===== config.mk =====
export PLATFORM = sky130hd
export DESIGN_NAME = fws_poller
export DESIGN_NICKNAME = d
export VERILOG_FILES = /design/src/shared/fws_pkg.sv /design/src/design/fws_bus_cycle.sv /design/src/design/fws_poller.sv
export VERILOG_INCLUDE_DIRS = /design/src /design/src/shared
export SDC_FILE = /design/constraint.sdc
export NUM_CORES = 1
export LEC_CHECK = 0
export ABC_AREA = 0
export BUFFER_PORTS_ARGS = -buffer_cell sky130_fd_sc_hd__buf_4
export CAP_MARGIN = 20
export CORE_MARGIN = 4
export CORE_UTILIZATION = 37
export DETAILED_ROUTE_END_ITERATION = 10
export PLACE_DENSITY_LB_ADDON = 0.2
export SYNTH_ARGS = -nofsm -noshare
export SYNTH_HDL_FRONTEND = slang
export SYNTH_SLANG_ARGS = --single-unit

===== constraint.sdc =====
create_clock -name clk -period 2.7 [get_ports clk]
set_clock_uncertainty 0.05 [all_clocks]
set_input_delay 0.27 -clock clk [delete_from_list [all_inputs] [get_ports clk]]
set_output_delay 0.27 -clock clk [all_outputs]
set_load 0.03 [all_outputs]

===== src/shared/fws_cfg.svh =====
// Purpose: constants for the flash write-status poller
// Assumes: 200 MHz clk, APB register access
// Notes:   one aligned 32-bit word per register
`ifndef FWS_CFG_SVH
`define FWS_CFG_SVH
`define FWS_REG_CTRL     12'h000
`define FWS_REG_ADDR     12'h004
`define FWS_REG_STATUS   12'h008
`define FWS_REG_RESULT   12'h00C
`define FWS_REG_IRQ_STAT 12'h010
`define FWS_REG_IRQ_EN   12'h014
`define FWS_REG_IRQ_CLR  12'h018
`define FWS_REG_CMD_DATA 12'h01C
// Control bits
`define FWS_CTRL_POLL    0
`define FWS_CTRL_RESET   1
`define FWS_CTRL_WRITE   2
`define FWS_CTRL_TIMER   3
// Status bits of the completion poll
`define FWS_BIT_POLLING  7
`define FWS_BIT_TOGGLE   6
`define FWS_BIT_LIMIT    5
`define FWS_BIT_TIMER    3
// Flash reset command byte and its address
`define FWS_RESET_DATA   8'hF0
`define FWS_RESET_ADDR   16'h0000
// Read and write cycle times
`define FWS_CYCLE_NS     100
`define FWS_CLK_NS       5
`define FWS_CYCLE_CLKS   ((`FWS_CYCLE_NS + `FWS_CLK_NS - 1) / `FWS_CLK_NS)
// Interrupt event bits
`define FWS_EV_DONE      0
`define FWS_EV_FAIL      1
`define FWS_EV_TIMER     2
`define FWS_EV_BUSYREL   3
`endif


===== src/shared/fws_pkg.sv =====
// Purpose: types for the flash write-status poller
// Assumes: nothing beyond the constants header
// Notes:   results are encoded in the result register
package fws_pkg;
  typedef enum logic [1:0] {
    FWS_RES_NONE,
    FWS_RES_OK,
    FWS_RES_FAIL,
    FWS_RES_BUSY
  } fws_result_type;
  typedef enum logic [1:0] {
    FWS_CYC_READ,
    FWS_CYC_WRITE
  } fws_cycle_type;
endpackage


===== src/design/fws_bus_cycle.sv =====
// Purpose: one timed read or write cycle on the flash parallel bus
// Assumes: cycle length covers access time of the slowest grade
// Notes:   data bus is three signals: in, out and active-low enable
`include "fws_cfg.svh"
module fws_bus_cycle (
  // Clock and reset
  input  wire logic                   clk,
  input  wire logic                   rst,
  // Request
  input  wire logic                   start,
  input  wire fws_pkg::fws_cycle_type kind,
  input  wire logic [15:0]            addr,
  input  wire logic [7:0]             wrData,
  output logic                        done,
  output logic [7:0]                  rdData,
  // Flash pins
  output logic [15:0]                 flashAddr,
  output logic                        flashCeN,
  output logic                        flashOeN,
  output logic                        flashWeN,
  output logic [7:0]                  flashDqOut,
  output logic                        flashDqOeN,
  input  wire logic [7:0]             flashDqIn
);
  logic [7:0] cnt_q;
  logic       act_q;
  logic       wr_q;

  // Cycle timer; strobes drop for the whole count, sample at the end
  always_ff @(posedge clk or posedge rst) begin
    if (rst) begin
      cnt_q <= 8'h00;
      act_q <= 1'b0;
      wr_q  <= 1'b0;
    end else if (!act_q && start) begin
      act_q <= 1'b1;
      wr_q  <= (kind == fws_pkg::FWS_CYC_WRITE);
      cnt_q <= 8'(`FWS_CYCLE_CLKS);
    end else if (act_q) begin
      cnt_q <= cnt_q - 8'h01;
      if (cnt_q == 8'h01) act_q <= 1'b0;
    end
  end

  // Pins from flops so no glitch reaches the flash
  always_ff @(posedge clk or posedge rst) begin
    if (rst) begin
      flashAddr  <= 16'h0000;
      flashCeN   <= 1'b1;
      flashOeN   <= 1'b1;
      flashWeN   <= 1'b1;
      flashDqOut <= 8'h00;
      flashDqOeN <= 1'b1;
    end else if (!act_q && start) begin
      flashAddr  <= addr;
      flashCeN   <= 1'b0;
      flashOeN   <= (kind == fws_pkg::FWS_CYC_WRITE);
      flashWeN   <= (kind != fws_pkg::FWS_CYC_WRITE);
      flashDqOut <= wrData;
      flashDqOeN <= (kind != fws_pkg::FWS_CYC_WRITE);
    end else if (act_q && cnt_q == 8'h01) begin
      flashCeN   <= 1'b1;
      flashOeN   <= 1'b1;
      flashWeN   <= 1'b1;
      flashDqOeN <= 1'b1;
    end
  end

  // Read data latched while output enable still low
  always_ff @(posedge clk or posedge rst) begin
    if (rst) begin
      rdData <= 8'h00;
      done   <= 1'b0;
    end else begin
      done <= act_q && cnt_q == 8'h01;
      if (act_q && cnt_q == 8'h01 && !wr_q) rdData <= flashDqIn;
    end
  end
endmodule // fws_bus_cycle


===== src/design/fws_poller.sv =====
// Purpose: host-side write-status poller for a parallel flash
// Assumes: APB slave, flash pins driven by fws_bus_cycle
// Notes:   software starts the program or erase sequence itself via
//          the raw write control; this block judges completion
//
// Behaviour
// - Detection always starts with two back-to-back reads whose toggle bits are compared.
// - If still toggling with the limit flag high, recheck; stopped is success, else fail and reset.
// - Toggling with limit low allows polling on or quitting, and a restart begins with two reads.
// - After a limit failure the host writes the reset command to return to array reads.
// - The timer bit may be skipped only if extra sector erases come under 50 us apart.
// - Host checks timer bit before and after each extra sector erase; high after means refused.
//
// Added by the designer: register access over APB and the address map.
`include "fws_cfg.svh"
module fws_poller (
  // Clock and reset
  input  wire logic        clk,
  input  wire logic        rst,
  // APB slave
  input  wire logic        psel,
  input  wire logic        penable,
  input  wire logic        pwrite,
  input  wire logic [11:0] paddr,
  input  wire logic [31:0] pwdata,
  output logic [31:0]      prdata,
  output logic             pready,
  output logic             pslverr,
  // Interrupt
  output logic             irq,
  // Flash pins
  output logic [15:0]      flashAddr,
  output logic             flashCeN,
  output logic             flashOeN,
  output logic             flashWeN,
  output logic [7:0]       flashDqOut,
  output logic             flashDqOeN,
  input  wire logic [7:0]  flashDqIn,
  input  wire logic        readyBusyN
);
  typedef enum logic [2:0] {
    ST_IDLE,
    ST_READ1,
    ST_READ2,
    ST_RECHK,
    ST_RESET,
    ST_WRITE,
    ST_TIMER
  } fws_state_type;

  fws_state_type         state_q;
  logic [15:0]           addr_q;
  logic [7:0]            cmdData_q;
  logic [7:0]            first_q;
  logic [7:0]            last_q;
  fws_pkg::fws_result_type result_q;
  logic                  limitSeen_q;
  logic                  timerBit_q;
  logic [3:0]            irqStat_q;
  logic [3:0]            irqEn_q;
  logic                  rdy_q;
  logic                  rdyPrev_q;

  // Bus cycle engine handshake
  logic                  cycStart;
  fws_pkg::fws_cycle_type cycKind;
  logic [15:0]           cycAddr;
  logic [7:0]            cycWrData;
  logic                  cycDone;
  logic [7:0]            cycRdData;

  logic                  apbWr;
  logic [3:0]            events;
  logic                  ctrlWr;
  logic                  busy;

  // Toggle comparison between two sampled bytes
  function automatic logic toggled(input logic [7:0] a, input logic [7:0] b);
    toggled = a[`FWS_BIT_TOGGLE] ^ b[`FWS_BIT_TOGGLE];
  endfunction

  // Register writes take effect on the access edge; slave is zero-wait
  assign apbWr   = psel && penable && pwrite;
  assign pready  = 1'b1;
  assign ctrlWr  = apbWr && paddr == `FWS_REG_CTRL;
  assign busy    = state_q != ST_IDLE;
  assign pslverr = 1'b0;

  // Command parameters
  always_ff @(posedge clk or posedge rst) begin
    if (rst) begin
      addr_q    <= 16'h0000;
      cmdData_q <= 8'h00;
    end else if (apbWr && !busy) begin
      if (paddr == `FWS_REG_ADDR) addr_q <= pwdata[15:0];
      if (paddr == `FWS_REG_CMD_DATA) cmdData_q <= pwdata[7:0];
    end
  end

  // Sequencer; control writes while busy are ignored
  always_ff @(posedge clk or posedge rst) begin
    if (rst) begin
      state_q     <= ST_IDLE;
      first_q     <= 8'h00;
      last_q      <= 8'h00;
      result_q    <= fws_pkg::FWS_RES_NONE;
      limitSeen_q <= 1'b0;
      timerBit_q  <= 1'b0;
    end else begin
      case (state_q)
        ST_IDLE: begin
          if (ctrlWr && pwdata[`FWS_CTRL_POLL]) begin
            state_q  <= ST_READ1;
            result_q <= fws_pkg::FWS_RES_NONE;
          end else if (ctrlWr && pwdata[`FWS_CTRL_RESET]) begin
            state_q <= ST_RESET;
          end else if (ctrlWr && pwdata[`FWS_CTRL_WRITE]) begin
            state_q <= ST_WRITE;
          end else if (ctrlWr && pwdata[`FWS_CTRL_TIMER]) begin
            state_q <= ST_TIMER;
          end
        end
        ST_READ1: if (cycDone) begin
          first_q <= cycRdData;
          state_q <= ST_READ2;
        end
        ST_READ2: if (cycDone) begin
          last_q <= cycRdData;
          if (!toggled(first_q, cycRdData)) begin
            result_q <= fws_pkg::FWS_RES_OK;
            state_q  <= ST_IDLE;
          end else if (cycRdData[`FWS_BIT_LIMIT]) begin
            limitSeen_q <= 1'b1;
            first_q     <= cycRdData;
            state_q     <= ST_RECHK;
          end else begin
            result_q <= fws_pkg::FWS_RES_BUSY;
            state_q  <= ST_IDLE;
          end
        end
        ST_RECHK: if (cycDone) begin
          last_q <= cycRdData;
          if (!toggled(first_q, cycRdData)) begin
            result_q <= fws_pkg::FWS_RES_OK;
            state_q  <= ST_IDLE;
          end else begin
            result_q <= fws_pkg::FWS_RES_FAIL;
            state_q  <= ST_RESET;
          end
        end
        ST_RESET: if (cycDone) state_q <= ST_IDLE;
        ST_WRITE: if (cycDone) state_q <= ST_IDLE;
        ST_TIMER: if (cycDone) begin
          timerBit_q <= cycRdData[`FWS_BIT_TIMER];
          last_q     <= cycRdData;
          state_q    <= ST_IDLE;
        end
        default: state_q <= ST_IDLE;
      endcase
    end
  end

  // One cycle request per state entry: start while engine idle
  logic issued_q;
  always_ff @(posedge clk or posedge rst) begin
    if (rst) issued_q <= 1'b0;
    else if (cycDone || state_q == ST_IDLE) issued_q <= 1'b0;
    else issued_q <= 1'b1;
  end

  // Cycle kind and data per state
  always_comb begin
    cycStart  = busy && !issued_q;
    cycKind   = fws_pkg::FWS_CYC_READ;
    cycAddr   = addr_q;
    cycWrData = cmdData_q;
    if (state_q == ST_RESET) begin
      cycKind   = fws_pkg::FWS_CYC_WRITE;
      cycAddr   = `FWS_RESET_ADDR;
      cycWrData = `FWS_RESET_DATA;
    end else if (state_q == ST_WRITE) begin
      cycKind = fws_pkg::FWS_CYC_WRITE;
    end
  end

  fws_bus_cycle u_cycle (
    .clk        (clk),
    .rst        (rst),
    .start      (cycStart),
    .kind       (cycKind),
    .addr       (cycAddr),
    .wrData     (cycWrData),
    .done       (cycDone),
    .rdData     (cycRdData),
    .flashAddr  (flashAddr),
    .flashCeN   (flashCeN),
    .flashOeN   (flashOeN),
    .flashWeN   (flashWeN),
    .flashDqOut (flashDqOut),
    .flashDqOeN (flashDqOeN),
    .flashDqIn  (flashDqIn)
  );

  // Ready/busy pin is open drain, pulled up; watch for release
  always_ff @(posedge clk or posedge rst) begin
    if (rst) begin
      rdy_q     <= 1'b1;
      rdyPrev_q <= 1'b1;
    end else begin
      rdy_q     <= readyBusyN;
      rdyPrev_q <= rdy_q;
    end
  end

  // Events: done ok, failure, window closed, busy released
  // Only a compared pair counts; the first read has no partner yet
  assign events[`FWS_EV_DONE]    = (state_q == ST_READ2 || state_q == ST_RECHK) && cycDone
                                   && !toggled(first_q, cycRdData);
  assign events[`FWS_EV_FAIL]    = state_q == ST_RECHK && cycDone
                                   && toggled(first_q, cycRdData);
  assign events[`FWS_EV_TIMER]   = state_q == ST_TIMER && cycDone
                                   && cycRdData[`FWS_BIT_TIMER];
  assign events[`FWS_EV_BUSYREL] = rdy_q && !rdyPrev_q;

  // Sticky status; set beats clear in the same cycle
  always_ff @(posedge clk or posedge rst) begin
    if (rst) irqStat_q <= 4'h0;
    else irqStat_q <= (irqStat_q & ~((apbWr && paddr == `FWS_REG_IRQ_CLR) ?
                       pwdata[3:0] : 4'h0)) | events;
  end

  always_ff @(posedge clk or posedge rst) begin
    if (rst) irqEn_q <= 4'h0;
    else if (apbWr && paddr == `FWS_REG_IRQ_EN) irqEn_q <= pwdata[3:0];
  end

  assign irq = |(irqStat_q & irqEn_q);

  // Read mux; unmapped and write-only read as zero
  always_comb begin
    case (paddr)
      `FWS_REG_CTRL:     prdata = 32'h0000_0000;
      `FWS_REG_ADDR:     prdata = {16'h0000, addr_q};
      `FWS_REG_STATUS:   prdata = {16'h0000, last_q, 4'h0, busy, ~rdy_q,
                                   limitSeen_q, timerBit_q};
      `FWS_REG_RESULT:   prdata = {30'h0000_0000, result_q};
      `FWS_REG_IRQ_STAT: prdata = {28'h000_0000, irqStat_q};
      `FWS_REG_IRQ_EN:   prdata = {28'h000_0000, irqEn_q};
      `FWS_REG_CMD_DATA: prdata = {24'h00_0000, cmdData_q};
      default:           prdata = 32'h0000_0000;
    endcase
  end
endmodule // fws_poller


==> results of run 1 <==
-- registers in the layout, indices dropped and copies added, names as in the netlist, 8 cells and up --
register	flops
addr_q	16
u_cycle.flashAddr	16
cmdData_q	8
last_q	8
u_cycle.cnt_q	8
u_cycle.flashDqOut	8
u_cycle.rdData	8
-- cell families after synthesis --
family                   Yosys count
AO/OA/AOI/OAI                     70
XOR/XNOR                           4
adder cells (fa/ha/maj)            2
buffers and inverters             50
flip-flops                        97
multiplexers                      54
other                              2
AND/OR/NAND/NOR                  158
-- cell usage after synthesis (3+ instances only) --
| master | count | area [um^2] |
|---|---|---|
| mux2_2 | 50 | 563 |
| and2_1 | 3 | 18.8 |
| a21oi_1 | 7 | 35.0 |
| o2bb2ai_1 | 3 | 26.3 |
| dfstp_2 | 5 | 131 |
| nor2_1 | 22 | 82.6 |
| a22oi_1 | 8 | 60.1 |
| o21ai_0 | 19 | 95.1 |
| buf_2 | 6 | 30.0 |
| a222oi_1 | 3 | 30.0 |
| nand2_1 | 72 | 270 |
| dfrtp_1 | 92 | 2300 |
| inv_1 | 8 | 30.0 |
| nand4b_1 | 4 | 35.0 |
| clkbuf_1 | 15 | 56.3 |
| xor2_1 | 3 | 26.3 |
| buf_4 | 19 | 143 |
| a22o_1 | 12 | 105 |
| or3_1 | 4 | 25.0 |
| nand4_1 | 3 | 18.8 |
| nor3_1 | 8 | 40.0 |
| nand2b_1 | 4 | 25.0 |
| nor2b_1 | 6 | 37.5 |
| nand3_1 | 16 | 80.1 |
| mux2i_1 | 4 | 40.0 |
-- per-stage QoR --
step / power [W] / area (um^2)
2_1_floorplan: 0.00188 / 4720
3_3_place_gp: 0.00197 / 5490
3_5_place_dp: 0.00199 / 5490
4_1_cts: 0.00317 / 5780
5_1_grt: 0.00328 / 5780
6_report: 0.00313 / 5780
-- final timing paths --
kind	depth (start not counted)	start	to	slack, ns
max	7	paddr[9]	prdata[9]	0.11
min	2	flashDqIn[4]	u_cycle.rdData[4]$_DFFE_PP0P_	0.11
max reg2reg	5	u_cycle.cnt_q[4]$_DFFE_PP0P_	u_cycle.rdData[7]$_DFFE_PP0P_	0.45
min reg2reg	0	rdy_q$_DFF_PP1_	rdyPrev_q$_DFF_PP1_	0.34
max in group asynchronous	4	rst	rdy_q$_DFF_PP1_	1.37
min in group asynchronous	3	rst	u_cycle.cnt_q[3]$_DFFE_PP0P_	0.50
-- layer usage --
metal / global-route usage / up-vias / share of wire
met5: 0 / - / 0
met4: 0.0515 / 0 / 0.0095
met3: 0.0495 / 7 / 0.054
met2: 0.264 / 96 / 0.49
met1: 0.211 / 1709 / 0.45
li1: - / 1691 / -
-- cell type report --
cell class / count / share of cell area
flip-flops and latches: 97 / 0.421
inverters: 9 / 0.00649
repair buffers: 105 / 0.139
well taps: 168 / 0.0364
multi-input cells: 306 / 0.351
clock buffers: 11 / 0.0403
clock inverters: 5 / 0.00585
-- power breakdown --
part	total [W]	leakage (nW)	switching [W]	internal, W
Combinational	0.000375	1.42	0.000218	0.000157
Sequential	0.00159	1.29	0.0000703	0.00152
Clock	0.00116	0.126	0.000540	0.000624
-- worst register-to-register path: stages, from the launching register on --
cell	delay, ns
dfrtp_1	0.42
or4_1	0.62
nor4_4	0.31
nor2b_1	0.18
buf_4	0.19
mux2_2	0.36
-- repair_timing --
item / in CTS / in global routing
hold endpoints to repair: 22 / 0
endpoints found under the setup margin: 0 / 0
hold buffers: 2 / 0
==> flow_summary.toml, run 1 <==
[worst_setup_path]
crit_required_ns = 2.38
cp_cell_sequence = "buf_4 > or4_4 > or3_1 > buf_4 > nor3_4 > a22o_1 > buf_4"
endpoint_kind = "output port"
worst-path-max-fanout = 8
cp_common_cell = "buf_4"
critPathBufInv = 3
critPathMaxStageDelay_ns = 0.56
crit_type = "in -> out"
cp.arrival_ns = 2.27
cpLargestDelayFamily = "simple AND/OR/NAND/NOR gates"
cp_slowest_cell = "or4_4"
worstSetupStartpointType = "input port"

[floorplanning]
die-area_mm2 = 0.0144
die_x_um = 120
fp-row-count = 40
start_util = 0.383
core_region_area_mm2 = 0.0122
die_h_um = 120
io_pins = 121

[yosys]
netlist_area_mm2 = 0.00465
synthMuxAreaShare = 0.130
ys_warn_count = 0
synthAdderAreaFrac = 0.00538
yosysSeqAreaShare = 0.523
synthSimpleGateAreaFrac = 0.168
postSynthAreaPerCell_um2 = 10.7
synth.ff_latch_count = 97
synth_top_family_by_area = "simple AND/OR/NAND/NOR gates"
synthCells = 437
synthFlopType = "dfrtp_1"
synth_xor_area_frac = 0.00753
synth_edf_count = 0
async_reset_ff_frac = 1.00
synth-compound-area-share = 0.108
synth_cell_types = 58

[layout]
instances_no_fill = 701
final_cell_mix = "buf_4 (102), dfrtp_1 (92), nand2_1 (72)"
multi_input_area_mm2 = 0.00203
final_util = 0.475
area_delta_synth_final_pct = 24.2
regArea_mm2 = 0.00243
layout_commonest_cell = "buf_4"
antenna-diode-count = 0
fill_cells = 1192
finalNetCount = 588
drive_gt1_frac = 0.341

[route]
wire_per_inst_um = 16.2
viasPerCell = 5.00
vias = 3503
firstDrtPassIters = 5
drt_wl_total_um = 11400
dr.first_iter.drc_count = 171
ant_nets = 0
drc = 0

[timing]
tns_ns = 0
fin_ws_ns = 0.108
rsz0062_at_grt = "no"
post-route-min-period_ns = 2.59
period_share = 0.960
drv_slew = 0
setup_viol = 0
tightest_slew_ns = 0.588
max_clock_freq_ghz = 0.386
slew_headroom = 0.607
fin_hold_ws_ns = 0.106
hold_viol_final = 0

[place]
hpwl_um = 8560
port_buffers = 86
place_congestion = 0.830
dp_cells = 683
dp_slack_ns = 0.112

[power]
power.density_mw_per_mm2 = 541
worst_ir_drop_vdd_mv = 0.351
p_leak_nw = 2.84

[clocking]
cts_made_buffers = 9
path_clk_slew_ns = 0.07
h-tree-depth = 3
clock_path_buffers = 2
cts_resized = 0
cts_setup_buffers = 0
cts_tree = "done"
clock-sinks = 97
insertion_delay_ns = 0.34
root_buffer = "clkbuf_16"

[grt]
grt_pass1_wl_um = 18800
grt_usage = 0.164
antenna_found_initial = 0
first_global_vias = 3584
grt_overflow_total = 0
grt_max_degree = 55

[job]
cap_viol_max_count = 0

[run_status]
status = "finished, final reports clean"

[min_path]
hp-class = "in -> reg"
Note: power is estimated with default switching activity, not from simulation.
==> inputs of run 2 (changes only) <==
Settings changed: CTS_BUF_LIST from default to sky130_fd_sc_hd__clkbuf_8.
==> flow_summary.toml, run 2 (synthesis gave the netlist of run 1 again) <==
[worst_setup_path]
cp_slowest_cell = "or4_4"
cp_common_cell = "buf_4"
ff2ff_path_depth = 5
cp_cell_sequence = "buf_4 > or4_4 > or3_1 > buf_4 > nor3_4 > a22o_1 > buf_4"
crit_required_ns = 2.38
r2r_slack_ns = 0.43
endpoint_kind = "output port"
critPathMaxStageDelay_ns = 0.56
critPathBufInv = 3
reg2reg_to = "u_cycle.rdData[7]$_DFFE_PP0P_"
crit_type = "in -> out"
cp.arrival_ns = 2.27
reg2reg_from = "u_cycle.cnt_q[4]$_DFFE_PP0P_"
cpLargestDelayFamily = "simple AND/OR/NAND/NOR gates"
worstSetupStartpointType = "input port"
worst-path-max-fanout = 8

[clocking]
path_clk_slew_ns = 0.10
h-tree-depth = 3
root_buffer = "clkbuf_8"
clock-sinks = 97
cts_tree = "done"
cts_setup_buffers = 0
postCtsHoldBufs = 2
clock_path_buffers = 2
insertion_delay_ns = 0.36
cts_made_buffers = 9
cts_resized = 0

[grt]
first_global_vias = 3585
grt_pass1_wl_um = 18800
grt_max_degree = 55
antenna_found_initial = 0
grt_usage = 0.164
grt_overflow_total = 0

[timing]
rsz0062_at_grt = "no"
max_clock_freq_ghz = 0.386
tightest_slew_ns = 0.593
setup_viol = 0
hold_viol_final = 0
slew_headroom = 0.604
tns_ns = 0
fin_hold_ws_ns = 0.0804
post-route-min-period_ns = 2.59
drv_slew = 0
period_share = 0.960

[route]
firstDrtPassIters = 4
ant_nets = 0
viasPerCell = 4.99
drc = 0
vias = 3498
drt_wl_total_um = 11400
wire_per_inst_um = 16.2
dr.first_iter.drc_count = 161

[power]
power.density_mw_per_mm2 = 493
worst_ir_drop_vdd_mv = 0.298
p_leak_nw = 2.80
p_total_w = 0.00280

[floorplanning]
die_h_um = 120
start_util = 0.383
core_region_area_mm2 = 0.0122
fp-row-count = 40
io_pins = 121
die-area_mm2 = 0.0144
die_x_um = 120

[layout]
reg_top3 = "addr_q: 16 flops, u_cycle.flashAddr: 16 flops"
finalNetCount = 588
final_util = 0.467
fill_cells = 1198
area_delta_synth_final_pct = 22.0
antenna-diode-count = 0
final_cell_mix = "buf_4 (102), dfrtp_1 (92), nand2_1 (72)"
layout_commonest_cell = "buf_4"
drive_gt1_frac = 0.341

[run_status]
status = "finished, final reports clean"

[job]
cap_viol_max_count = 0

[place]
port_buffers = 86
place_congestion = 0.830
hpwl_um = 8560

[min_path]
hold_depth = 2
hp-class = "in -> reg"
hp-start = "flashDqIn[4]"
hold-path-endpoint = "u_cycle.rdData[4]$_DFFE_PP0P_"
==> run 2: final cells by class <==
| type | count | area (um^2) | area share |
|---|---|---|---|
| Clock buffer | 9 | 124 | 0.0218 |
| Clock inverter | 7 | 41.3 | 0.00727 |
| Inverter | 9 | 37.5 | 0.00661 |
| Multi-Input combinational cell | 306 | 2030 | 0.357 |
| Sequential cell | 97 | 2430 | 0.429 |
| Tap cell | 168 | 210 | 0.0370 |
| Timing Repair Buffer | 105 | 806 | 0.142 |
==> run 2: worst max-delay path by stage <==
stage          startpoint          to  slack [ns]  cells past startpoint
2_1_floorplan    paddr[1]   prdata[2]        0.14                      5
3_3_place_gp     paddr[9]  prdata[15]        0.11                      7
3_5_place_dp     paddr[9]  prdata[14]        0.11                      7
4_1_cts          paddr[9]   prdata[9]         0.1                      7
5_1_grt          paddr[9]   prdata[9]        0.02                      7
6_report         paddr[9]   prdata[9]        0.11                      7
==> run 2: metal layers <==
metal  share of wire  global-route usage
met2            0.48               0.266
met5               0                   0
met3           0.055              0.0452
met1            0.45               0.211
met4           0.017              0.0544
==> run 2: metrics by stage <==
stage	cell area, um^2	setup WS (ns)	cells
floorplan	4720	0.140	453
global placement	5490	0.111	683
detailed placement	5490	0.112	683
CTS	5680	0.100	701
global route	5680	0.0191	701
finish	5680	0.108	701
==> run 2: power breakdown <==
| part | switching, W | internal (W) |
|---|---|---|
| clock network | 0.000510 | 0.000327 |
| logic | 0.000218 | 0.000157 |
| registers | 0.0000702 | 0.00152 |
| total | 0.000798 | 0.00200 |
